<file path="config.mk">
export PLATFORM = sky130hd
export DESIGN_NAME = wcm_reset_src
export DESIGN_NICKNAME = d
export VERILOG_FILES = /design/src/design/wcm_pkg.sv /design/src/design/wcm_reset_src.sv /design/src/design/wcm_edge_tick.sv
export SDC_FILE = /design/constraint.sdc
export NUM_CORES = 1
export LEC_CHECK = 0
export BUFFER_PORTS_ARGS = -buffer_cell sky130_fd_sc_hd__buf_2
export CAP_MARGIN = 20
export CORE_MARGIN = 3
export CORE_UTILIZATION = 55
export CTS_BUF_LIST = sky130_fd_sc_hd__clkbuf_2
export DETAILED_ROUTE_END_ITERATION = 10
export GPL_TIMING_DRIVEN = 1
export PLACE_DENSITY = 0.83
export SLEW_MARGIN = 20
export SYNTH_ARGS = -nofsm -noshare
export SYNTH_HDL_FRONTEND = slang
export SYNTH_SLANG_ARGS = --single-unit
</file>
<file path="constraint.sdc">
create_clock -name ref_clk_i -period 2.9 [get_ports ref_clk_i]
set_input_delay 0.725 -clock ref_clk_i [delete_from_list [all_inputs] [get_ports ref_clk_i]]
set_output_delay 0.725 -clock ref_clk_i [all_outputs]
set_load 0.02 [all_outputs]
</file>
<file path="src/design/wcm_pkg.sv">
// Constants and types of the watchdog and loop clock monitor reset block.
// Assumes one 125 MHz clock; all other clocks arrive as sampled pins.
package wcm_pkg;

  ////////////////////////////////////////////////////////////////////////
  // Register port
  localparam int ADDR_W = 8;
  localparam int DATA_W = 16;

  localparam logic [7:0] OFS_CTRL    = 8'h00;
  localparam logic [7:0] OFS_TIMEOUT = 8'h04;
  localparam logic [7:0] OFS_RESTART = 8'h08;
  localparam logic [7:0] OFS_STATUS  = 8'h0C;
  localparam logic [7:0] OFS_COUNT   = 8'h10;
  localparam logic [7:0] OFS_INT_ST  = 8'h14;
  localparam logic [7:0] OFS_INT_CLR = 8'h18;
  localparam logic [7:0] OFS_INT_EN  = 8'h1C;

  localparam logic [7:0]  CTRL_RST    = 8'h00;
  localparam logic [15:0] TIMEOUT_RST = 16'hFFFF;
  localparam logic [7:0]  KEY_ARM     = 8'h55;
  localparam logic [7:0]  KEY_FIRE    = 8'hAA;

  // Status register bit positions
  localparam int ST_OSC_UP = 0;
  localparam int ST_STOP   = 1;
  localparam int ST_RUN    = 2;
  localparam int ST_RESYNC = 3;
  localparam int ST_PLLRST = 4;
  localparam int ST_WDRST  = 5;

  // Interrupt bit positions
  localparam int IRQ_PLL = 0;
  localparam int IRQ_WD  = 1;
  localparam int IRQ_W   = 2;

  ////////////////////////////////////////////////////////////////////////
  // Clock pins sampled as tick pulses
  localparam int TK_AUX = 0;
  localparam int TK_IRC = 1;
  localparam int TK_OSC = 2;
  localparam int TK_PLL = 3;
  localparam int N_TICK = 4;

  ////////////////////////////////////////////////////////////////////////
  // Timing
  localparam int CLK_PERIOD_NS = 8;
  // Loop clock failure threshold, plain default
  localparam int LOOP_FAIL_KHZ = 1000;
  localparam int LOOP_FAIL_NS  = 1000000 / LOOP_FAIL_KHZ;
  // Longest allowed gap between loop clock edges, rounded up
  localparam int LOOP_FAIL_CYC =
    (LOOP_FAIL_NS + CLK_PERIOD_NS - 1) / CLK_PERIOD_NS;
  localparam logic [7:0] LOOP_FAIL_LAST = 8'(LOOP_FAIL_CYC - 1);
  // Aux clock ticks spent resynchronising after stop exit
  localparam logic [2:0] AUX_SYNC_TICKS = 3'h3;

  ////////////////////////////////////////////////////////////////////////
  // Types
  typedef struct packed {
    logic pll_mon_en;
    logic oscillator_enable;
    logic watchdog_stop_run_enable;
    logic pseudo_stop_enable;
    logic aux_clock_stop_disable;
    logic watchdog_clk_sel_high;
    logic watchdog_clk_sel_low;
    logic wd_en;
  } wcm_ctrl_t;

  typedef enum logic {
    WCM_KEY_IDLE,
    WCM_KEY_ARMED
  } wcm_key_t;

endpackage

</file>
<file path="src/design/wcm_reset_src.sv">
// Watchdog counter and loop clock monitor, the two reset sources.
// Assumes a plain register port on the same clock and that stop_mode_i
// comes from the power controller on this clock; clock pins and the
// oscillator status are asynchronous and are synchronised here.
//
// Notes on behaviour
// - Loop clock stopped or too slow raises the loop monitor reset.
// - Full stop mode switches the loop monitor off; no reset then.
// - Enabled watchdog reaching time-out without restart raises reset.
// - Watchdog ticks come from aux, internal reference or oscillator.
// - Aux source with stop disable resynchronises after stop exit.
// - High select: count on aux in stop unless stop disable is set.
// - Low side counts in stop only with all oscillator run bits set.
// - Other low side cases freeze in stop; source osc or internal.
`timescale 1ns/1ns
`default_nettype none
module wcm_reset_src
  import wcm_pkg::*;
(
  input  wire logic              ref_clk_i,
  input  wire logic              rst_i,
  input  wire logic [ADDR_W-1:0] addr_i,
  input  wire logic [DATA_W-1:0] wdata_i,
  input  wire logic              wr_i,
  input  wire logic              rd_i,
  output logic      [DATA_W-1:0] rdata_o,
  input  wire logic              aux_clk_i,
  input  wire logic              irc_clk_i,
  input  wire logic              osc_clk_i,
  input  wire logic              pll_clk_i,
  input  wire logic              osc_up_i,
  input  wire logic              stop_mode_i,
  output logic                   pll_mon_reset_o,
  output logic                   wdog_reset_o,
  output logic                   sys_reset_req_o,
  output logic                   irq_o
);

  ////////////////////////////////////////////////////////////////////////
  // State
  wcm_ctrl_t         ctrl_q;
  logic [15:0]       timeout_q;
  logic [15:0]       cnt_q;
  logic [15:0]       cnt_d;
  wcm_key_t          key_q;
  wcm_key_t          key_d;
  logic [2:0]        resync_q;
  logic [2:0]        resync_d;
  logic              stop_q;
  logic [7:0]        pll_cnt_q;
  logic [7:0]        pll_cnt_d;
  logic              up1_q;
  logic              up2_q;
  logic [IRQ_W-1:0]  int_st_q;
  logic [IRQ_W-1:0]  int_st_d;
  logic [IRQ_W-1:0]  int_en_q;
  logic              pll_rst_q;
  logic              wd_rst_q;
  logic              sys_rst_q;
  logic              irq_q;
  logic [DATA_W-1:0] rdata_q;
  logic [N_TICK-1:0] tick;

  ////////////////////////////////////////////////////////////////////////
  // Clock pins become tick enables on the one system clock
  wcm_edge_tick #(
    .N (N_TICK)
  ) u_tick (
    .ref_clk_i (ref_clk_i),
    .rst_i     (rst_i),
    .pin_i     ({pll_clk_i, osc_clk_i, irc_clk_i, aux_clk_i}),
    .tick_o    (tick)
  );

  ////////////////////////////////////////////////////////////////////////
  // Register decode
  wire wr_ctrl    = wr_i & (addr_i == OFS_CTRL);
  wire wr_timeout = wr_i & (addr_i == OFS_TIMEOUT);
  wire wr_restart = wr_i & (addr_i == OFS_RESTART);
  wire wr_int_clr = wr_i & (addr_i == OFS_INT_CLR);
  wire wr_int_en  = wr_i & (addr_i == OFS_INT_EN);
  wire [7:0] wkey = wdata_i[7:0];

  ////////////////////////////////////////////////////////////////////////
  // Clock source selection and stop behaviour
  wire sel_hi   = ctrl_q.watchdog_clk_sel_high;
  wire osc_ok   = ctrl_q.watchdog_clk_sel_low &
                  ctrl_q.oscillator_enable & up2_q;
  wire aux_tick = tick[TK_AUX];
  wire irc_tick = tick[TK_IRC];
  wire osc_tick = tick[TK_OSC];
  wire pll_tick = tick[TK_PLL];
  // Aux when high select; else oscillator only when fully up
  wire src_tick = sel_hi ? aux_tick :
                  (osc_ok ? osc_tick : irc_tick);
  // Aux keeps running in stop only without the stop disable bit
  wire hi_run   = ~ctrl_q.aux_clock_stop_disable;
  wire lo_run   = ctrl_q.pseudo_stop_enable &
                  ctrl_q.watchdog_stop_run_enable & osc_ok;
  wire stop_run = sel_hi ? hi_run : lo_run;
  wire full_stop = stop_mode_i & ~ctrl_q.pseudo_stop_enable;
  wire stop_exit = stop_q & ~stop_mode_i;

  ////////////////////////////////////////////////////////////////////////
  // Watchdog counting
  // A frozen aux domain needs a few of its own ticks before the
  // counter may trust the tick stream again after stop.
  wire resync_go   = stop_exit & sel_hi &
                     ctrl_q.aux_clock_stop_disable;
  wire resync_busy = (resync_q != 3'h0);
  wire restart     = wr_restart & (wkey == KEY_FIRE) &
                     (key_q == WCM_KEY_ARMED);
  wire cnt_gate    = ctrl_q.wd_en & ~wd_rst_q & ~resync_busy &
                     (~stop_mode_i | stop_run);
  wire cnt_adv     = cnt_gate & src_tick & ~restart;
  // Counts 0 to timeout, so time-out is timeout plus one ticks
  wire wd_expire   = cnt_adv & (cnt_q >= timeout_q);

  ////////////////////////////////////////////////////////////////////////
  // Loop clock monitor
  // A gap of LOOP_FAIL_CYC cycles means stopped or below threshold
  wire mon_on   = ctrl_q.pll_mon_en & ~full_stop;
  wire pll_fail = mon_on & ~pll_tick &
                  (pll_cnt_q == LOOP_FAIL_LAST);

  ////////////////////////////////////////////////////////////////////////
  // Read mux; unmapped offsets read zero
  wire [DATA_W-1:0] st_word = DATA_W'({wd_rst_q, pll_rst_q,
                              resync_busy, cnt_gate,
                              stop_mode_i, up2_q});
  wire [DATA_W-1:0] rd_mux =
    (addr_i == OFS_CTRL)    ? DATA_W'(ctrl_q)   :
    (addr_i == OFS_TIMEOUT) ? timeout_q         :
    (addr_i == OFS_STATUS)  ? st_word           :
    (addr_i == OFS_COUNT)   ? cnt_q             :
    (addr_i == OFS_INT_ST)  ? DATA_W'(int_st_q) :
    (addr_i == OFS_INT_EN)  ? DATA_W'(int_en_q) :
                              16'h0000;

  ////////////////////////////////////////////////////////////////////////
  // Next-state terms
  always_comb begin
    cnt_d = cnt_q;
    if (~ctrl_q.wd_en || restart) begin
      cnt_d = 16'h0000;
    end else if (cnt_adv && ~wd_expire) begin
      cnt_d = cnt_q + 16'h0001;
    end
  end

  // Restart needs the arm key, then the fire key
  always_comb begin
    key_d = key_q;
    if (wr_restart) begin
      case (key_q)
        WCM_KEY_IDLE: begin
          key_d = (wkey == KEY_ARM) ? WCM_KEY_ARMED : WCM_KEY_IDLE;
        end
        WCM_KEY_ARMED: begin
          key_d = (wkey == KEY_ARM) ? WCM_KEY_ARMED : WCM_KEY_IDLE;
        end
        default: begin
          key_d = WCM_KEY_IDLE;
        end
      endcase
    end
  end

  always_comb begin
    resync_d = resync_q;
    if (resync_go) begin
      resync_d = AUX_SYNC_TICKS;
    end else if (resync_busy && aux_tick) begin
      resync_d = resync_q - 3'h1;
    end
  end

  // Monitor counter restarts on each rising loop clock edge
  always_comb begin
    pll_cnt_d = pll_cnt_q;
    if (~mon_on || pll_tick) begin
      pll_cnt_d = 8'h00;
    end else if (pll_cnt_q != LOOP_FAIL_LAST) begin
      pll_cnt_d = pll_cnt_q + 8'h01;
    end
  end

  // Sticky events; a new event wins over a clear in the same cycle
  assign int_st_d = (int_st_q & ~(wr_int_clr ? wdata_i[IRQ_W-1:0] :
                    {IRQ_W{1'b0}})) | {wd_expire, pll_fail};

  ////////////////////////////////////////////////////////////////////////
  // Software registers and synchroniser for oscillator status
  always_ff @(posedge ref_clk_i) begin
    if (rst_i) begin
      ctrl_q    <= CTRL_RST;
      timeout_q <= TIMEOUT_RST;
      int_en_q  <= {IRQ_W{1'b0}};
      up1_q     <= 1'b0;
      up2_q     <= 1'b0;
    end else begin
      if (wr_ctrl) ctrl_q <= wcm_ctrl_t'(wdata_i[7:0]);
      if (wr_timeout) timeout_q <= wdata_i;
      if (wr_int_en) int_en_q <= wdata_i[IRQ_W-1:0];
      up1_q <= osc_up_i;
      up2_q <= up1_q;
    end
  end

  // Counters and sequence state
  always_ff @(posedge ref_clk_i) begin
    if (rst_i) begin
      cnt_q     <= 16'h0000;
      key_q     <= WCM_KEY_IDLE;
      resync_q  <= 3'h0;
      stop_q    <= 1'b0;
      pll_cnt_q <= 8'h00;
      int_st_q  <= {IRQ_W{1'b0}};
    end else begin
      cnt_q     <= cnt_d;
      key_q     <= key_d;
      resync_q  <= resync_d;
      stop_q    <= stop_mode_i;
      pll_cnt_q <= pll_cnt_d;
      int_st_q  <= int_st_d;
    end
  end

  // Reset requests hold until the system reset clears this block
  always_ff @(posedge ref_clk_i) begin
    if (rst_i) begin
      pll_rst_q <= 1'b0;
      wd_rst_q  <= 1'b0;
      sys_rst_q <= 1'b0;
      irq_q     <= 1'b0;
      rdata_q   <= 16'h0000;
    end else begin
      pll_rst_q <= pll_rst_q | pll_fail;
      wd_rst_q  <= wd_rst_q | wd_expire;
      sys_rst_q <= sys_rst_q | pll_fail | wd_expire;
      irq_q     <= |(int_st_d & int_en_q);
      rdata_q   <= rd_i ? rd_mux : 16'h0000;
    end
  end

  assign pll_mon_reset_o = pll_rst_q;
  assign wdog_reset_o    = wd_rst_q;
  assign sys_reset_req_o = sys_rst_q;
  assign irq_o           = irq_q;
  assign rdata_o         = rdata_q;
endmodule
`default_nettype wire

</file>
<file path="src/design/wcm_edge_tick.sv">
// Turns slow clock pins into one-cycle tick pulses on the fast clock.
// Assumes each pin runs well below half of the fast clock rate.
`timescale 1ns/1ns
`default_nettype none
module wcm_edge_tick
  import wcm_pkg::*;
#(
  parameter int N = N_TICK
) (
  input  wire logic         ref_clk_i,
  input  wire logic         rst_i,
  input  wire logic [N-1:0] pin_i,
  output logic      [N-1:0] tick_o
);

  ////////////////////////////////////////////////////////////////////////
  // Two-flop synchroniser, then rising edge detect per pin
  genvar g;
  generate
    for (g = 0; g < N; g++) begin : g_pin
      logic s1_q;
      logic s2_q;
      logic s3_q;
      logic tk_q;
      // First stage feeds only the second stage
      // Stages reset high so a pin resting high gives no false edge;
      // a real rise in the first cycles after reset may be missed
      always_ff @(posedge ref_clk_i) begin
        if (rst_i) begin
          s1_q <= 1'b1;
          s2_q <= 1'b1;
          s3_q <= 1'b1;
          tk_q <= 1'b0;
        end else begin
          s1_q <= pin_i[g];
          s2_q <= s1_q;
          s3_q <= s2_q;
          tk_q <= s2_q & ~s3_q;
        end
      end
      assign tick_o[g] = tk_q;
    end
  endgenerate

endmodule
`default_nettype wire

</file>
==> tab_implementation.tex <==
\begin{tabular}{lr}
\hline
Metric & Value \\
\hline
\multicolumn{2}{l}{\textbf{Clocking}} \\
Clock latency of the later-clocked register in the worst-skew pair & 0.57 ns \\
Root Buffer Master & sky130\_fd\_sc\_hd\_\_clkbuf\_2 \\
Clock net sink count & 95 \\
Maximum level of the CTS H-tree & 3 \\
Clock tree from TritonCTS & yes \\
Worst-case clock buffer depth & 2 \\
Number of buffers created by CTS & 9 \\
Quantity of hold-fixing buffers added after cts & 0 \\
Clock-pin slew on the worst setup and hold paths & 0.27 ns \\
\multicolumn{2}{l}{\textbf{Yosys}} \\
Yosys top cell by area & sky130\_fd\_sc\_hd\_\_dfxtp\_1 \\
Number of flip-flops and latches in the synthesized netlist & 95 \\
Netlist area before placement & between 4000 and 5000 µm² \\
Mean instance size in the synthesized netlist & between 8 and 9 µm² \\
Sequential-to-total area share from yosys stat & 0.443 \\
Main synth FF type & sky130\_fd\_sc\_hd\_\_dfxtp\_1 \\
Number of distinct standard cells referenced by the synthesized netlist & 54 \\
Number of warnings reported in the yosys synthesis log & 0 \\
Number of standard cells after synthesis & 497 \\
Share of async-settable or async-resettable flops after synthesis & 0 \\
Cell types occupying the most area after synthesis & sky130\_fd\_sc\_hd\_\_dfxtp\_1 (44\%), sky130\_fd\_sc\_hd\_\_ha\_1 (6.1\%), sky130\_fd\_sc\_hd\_\_a21oi\_1 (5.5\%) \\
Area share of the largest cell type after synthesis & 0.443 \\
Post-synth EDFFs & 0 \\
Post-Synthesis Net Count & approximately 550 \\
\multicolumn{2}{l}{\textbf{Critical path}} \\
Startpoint of the worst-slack reg-to-reg timing path & cnt\_q[0] \\
Maximum fanout along the worst path & 19 \\
Critical Path Start & cnt\_q[0] \\
Crit path capture type & flop \\
Critical path start-end classification & reg -> reg \\
Required time at the worst-slack endpoint & 3.40 ns \\
R2R cell count & 9 \\
Arrival time worst endpoint & 3.22 ns \\
Critical Path Source Type & flop \\
\multicolumn{2}{l}{\textbf{Pwr}} \\
Net Sw Frac & 0.265 \\
Total power per unit cell area & 422 nW/µm² \\
Worst vdd ir & 0.350 mV \\
Net Sw Power & around 0.54 mW \\
Leakage power of the design & 2.02 nW \\
Cell-internal power & 1.50 mW \\
Part of the total power dissipated in combinational logic & 0.048 \\
Clock group share of total power & 0.302 \\
Post-route total power & around 2.0 mW \\
Sequential power share & 0.650 \\
\multicolumn{2}{l}{\textbf{Route}} \\
Antenna Nets Post-Route & 0 \\
Vias per cell & 5.83 \\
Total detailed-routing wirelength & 10.0 mm \\
Detailed Routing Iterations Pass 1 & 5 \\
Routed vias & 3839 \\
Total DRC errors in the routed layout & 0 \\
Iteration-0 DRC count of the detailed router & 257 \\
Routed len/inst & 15.2 µm \\
\multicolumn{2}{l}{\textbf{Run status}} \\
Outcome & finished, final reports clean \\
\multicolumn{2}{l}{\textbf{Final layout}} \\
Growth of design area from synthesis to finish & 12.6\% \\
Ratio of cells with drive above 1 in the final layout & 0.190 \\
Number of filler cells placed in the layout & 624 \\
Utilization after layout & 0.653 \\
Final std cells w/o fill & 658 \\
Layout Nets & 609 \\
Final antenna diode count & 0 \\
\multicolumn{2}{l}{\textbf{Global routing}} \\
Vias in the first global route & 3640 \\
First-pass GRT wire length & 17.1 mm \\
Grt ovf & 0 \\
Overall routing resource usage & 0.243 \\
Largest net degree at the start of global routing & 38 \\
Antenna violations before repair & 0 \\
\multicolumn{2}{l}{\textbf{STA}} \\
Tcrit/Tclk final & 0.936 \\
Post-route clock skew & 0.0293 ns \\
Number of hold-slack violations in the final timing report & 0 \\
Unrepaired setup endpoints after global routing & false \\
Worst slew margin relative to its limit & 0.712 \\
Worst-case hold slack & 0.326 ns \\
Final setup viols & 0 \\
Final worst slack & roughly 0.18 ns \\
Min cycle time layout & 2.72 ns \\
Achievable frequency & 368 MHz \\
Slew of the pin with the lowest slew margin & $\sim$0.43 ns \\
Final count of pins violating max slew & 0 \\
\multicolumn{2}{l}{\textbf{Placed design}} \\
I/O Buffers & 53 \\
Worst setup slack after placement & -0.00328 ns \\
Final RePlAce weighted congestion & 0.940 \\
DPL Wire Length & 7.62 mm \\
Cell Count Post-Placement & 642 \\
\multicolumn{2}{l}{\textbf{Min path}} \\
Source of the worst hold timing path & irc\_clk\_i \\
Worst min-delay path class & in -> reg \\
Worst hold path depth & 2 \\
\multicolumn{2}{l}{\textbf{Floorplanning}} \\
Number of top-level pins & between 50 and 60 \\
Cell Rows & 31 \\
Starting Density & 0.580 \\
Core Footprint & 7410 µm² \\
Die Y-Extent & 94.4 µm \\
Die Span X & between 90 and 100 µm \\
Die ar. & 8910 µm² \\
\multicolumn{2}{l}{\textbf{Flow run}} \\
Count of max-cap constraint violations & 0 \\
\hline
\end{tabular}
-- registers in the layout, indices dropped and copies added (netlist names), 7 cells and up --
register / flops
cnt_q: 16
rdata_o: 16
timeout_q: 16
pll_cnt_q: 8
ctrl_q: 7
-- layout by cell type, fill, tap and decap left out, drive strengths merged, types with 2 or more instances in the layout --
| cell | count |
|---|---|
| o211ai | 17 |
| clkinv | 2 |
| nand4b | 3 |
| o2111ai | 2 |
| nor4 | 3 |
| clkbuf | 9 |
| o31ai | 7 |
| nand3b | 3 |
| nand2 | 55 |
| o21a | 2 |
| inv | 33 |
| nor3b | 7 |
| a22o | 2 |
| a21oi | 47 |
| a211oi | 2 |
| dfxtp | 95 |
| or3 | 8 |
| and3 | 7 |
| nand3 | 23 |
| xor2 | 4 |
| nand2b | 7 |
| mux2 | 2 |
| nor2 | 40 |
| buf | 69 |
| o21ai | 16 |
| and2 | 3 |
| mux2i | 4 |
| nor2b | 7 |
| a22oi | 13 |
| a31oi | 3 |
| or4 | 7 |
| xnor2 | 5 |
| ha | 21 |
| nor3 | 5 |
| or2 | 12 |
-- logic make-up after synthesis --
family | share of synthesized area
fa+ha+maj | 0.0612
mux | 0.0146
compound gates | 0.176
xor+xnor | 0.0183
buf+inv | 0.0504
simple gates | 0.237
flops | 0.443
-- layout make-up --
cell class                 instances  area (µm²)  share of cell area
multi-input combinational        350        2180               0.451
inverter                          29         109              0.0225
clock inverter                     7        65.1              0.0135
tap                               99         124              0.0256
timing repair buffer              69         410              0.0849
sequential                        95        1900               0.394
clock buffer                       9        45.0             0.00932
-- worst paths after layout --
kind	endpoint	slack (ns)
setup / recovery	cnt_q[14]	0.18
hold / removal	u_tick.g_pin[1].s1_q	0.33
setup reg to reg	cnt_q[14]	0.18
hold reg to reg	u_tick.g_pin[2].tk_q	0.40
-- stage by stage --
stage | TNS (ns) | area, µm²
finish | 0 | 4830
CTS | 0 | 4830
floorplan | 0 | 4300
global placement | 0 | 4720
detailed placement | -0.00328 | 4720
global route | 0 | 4830
-- Yosys cell counts (all sizes together) (8+ instances only) --
cell and n:
clkbuf 18, o21ai 16, nand2 55, a21oi 47, or3 8, nand3 23
o211ai 17, inv 29, dfxtp 95, ha 21, or2 12, a22oi 13
nor2 40
-- power by group through the flow --
stage / registers, mW / logic (mW) / clock network (mW)
floorplan: 1.35 / 0.0504 / 0
global placement: 1.35 / 0.0948 / 0
detailed placement: 1.35 / 0.0968 / 0
CTS: 1.32 / 0.0970 / 0.629
global route: 1.33 / 0.108 / 0.678
finish: 1.32 / 0.0982 / 0.616
-- worst max-delay path, cell delays in order (launching register included) --
cell and delay [ns]:
sky130_fd_sc_hd__dfxtp_2 0.42, sky130_fd_sc_hd__inv_1 0.07, sky130_fd_sc_hd__ha_1 0.26, sky130_fd_sc_hd__nand2b_1 0.14, sky130_fd_sc_hd__a2111oi_1 0.45, sky130_fd_sc_hd__o21a_1 0.23, sky130_fd_sc_hd__o2111ai_2 0.22, sky130_fd_sc_hd__buf_12 0.23
sky130_fd_sc_hd__or4_1 0.49, sky130_fd_sc_hd__a21oi_1 0.15
-- metal layers --
layer,share of wire,GRT usage,up-vias
li1,-,-,1876
met1,0.45,0.330,1775
met2,0.45,0.374,165
met3,0.078,0.0614,23
met4,0.025,0.0878,0
met5,0,0,-
-- what timing repair did --
action / CTS / global route
endpoints found under the setup margin: 0 / 6
resized for setup: 0 / 2
buffers inserted: 0 / 0
No activity file was read; power rests on OpenSTA's default activity.
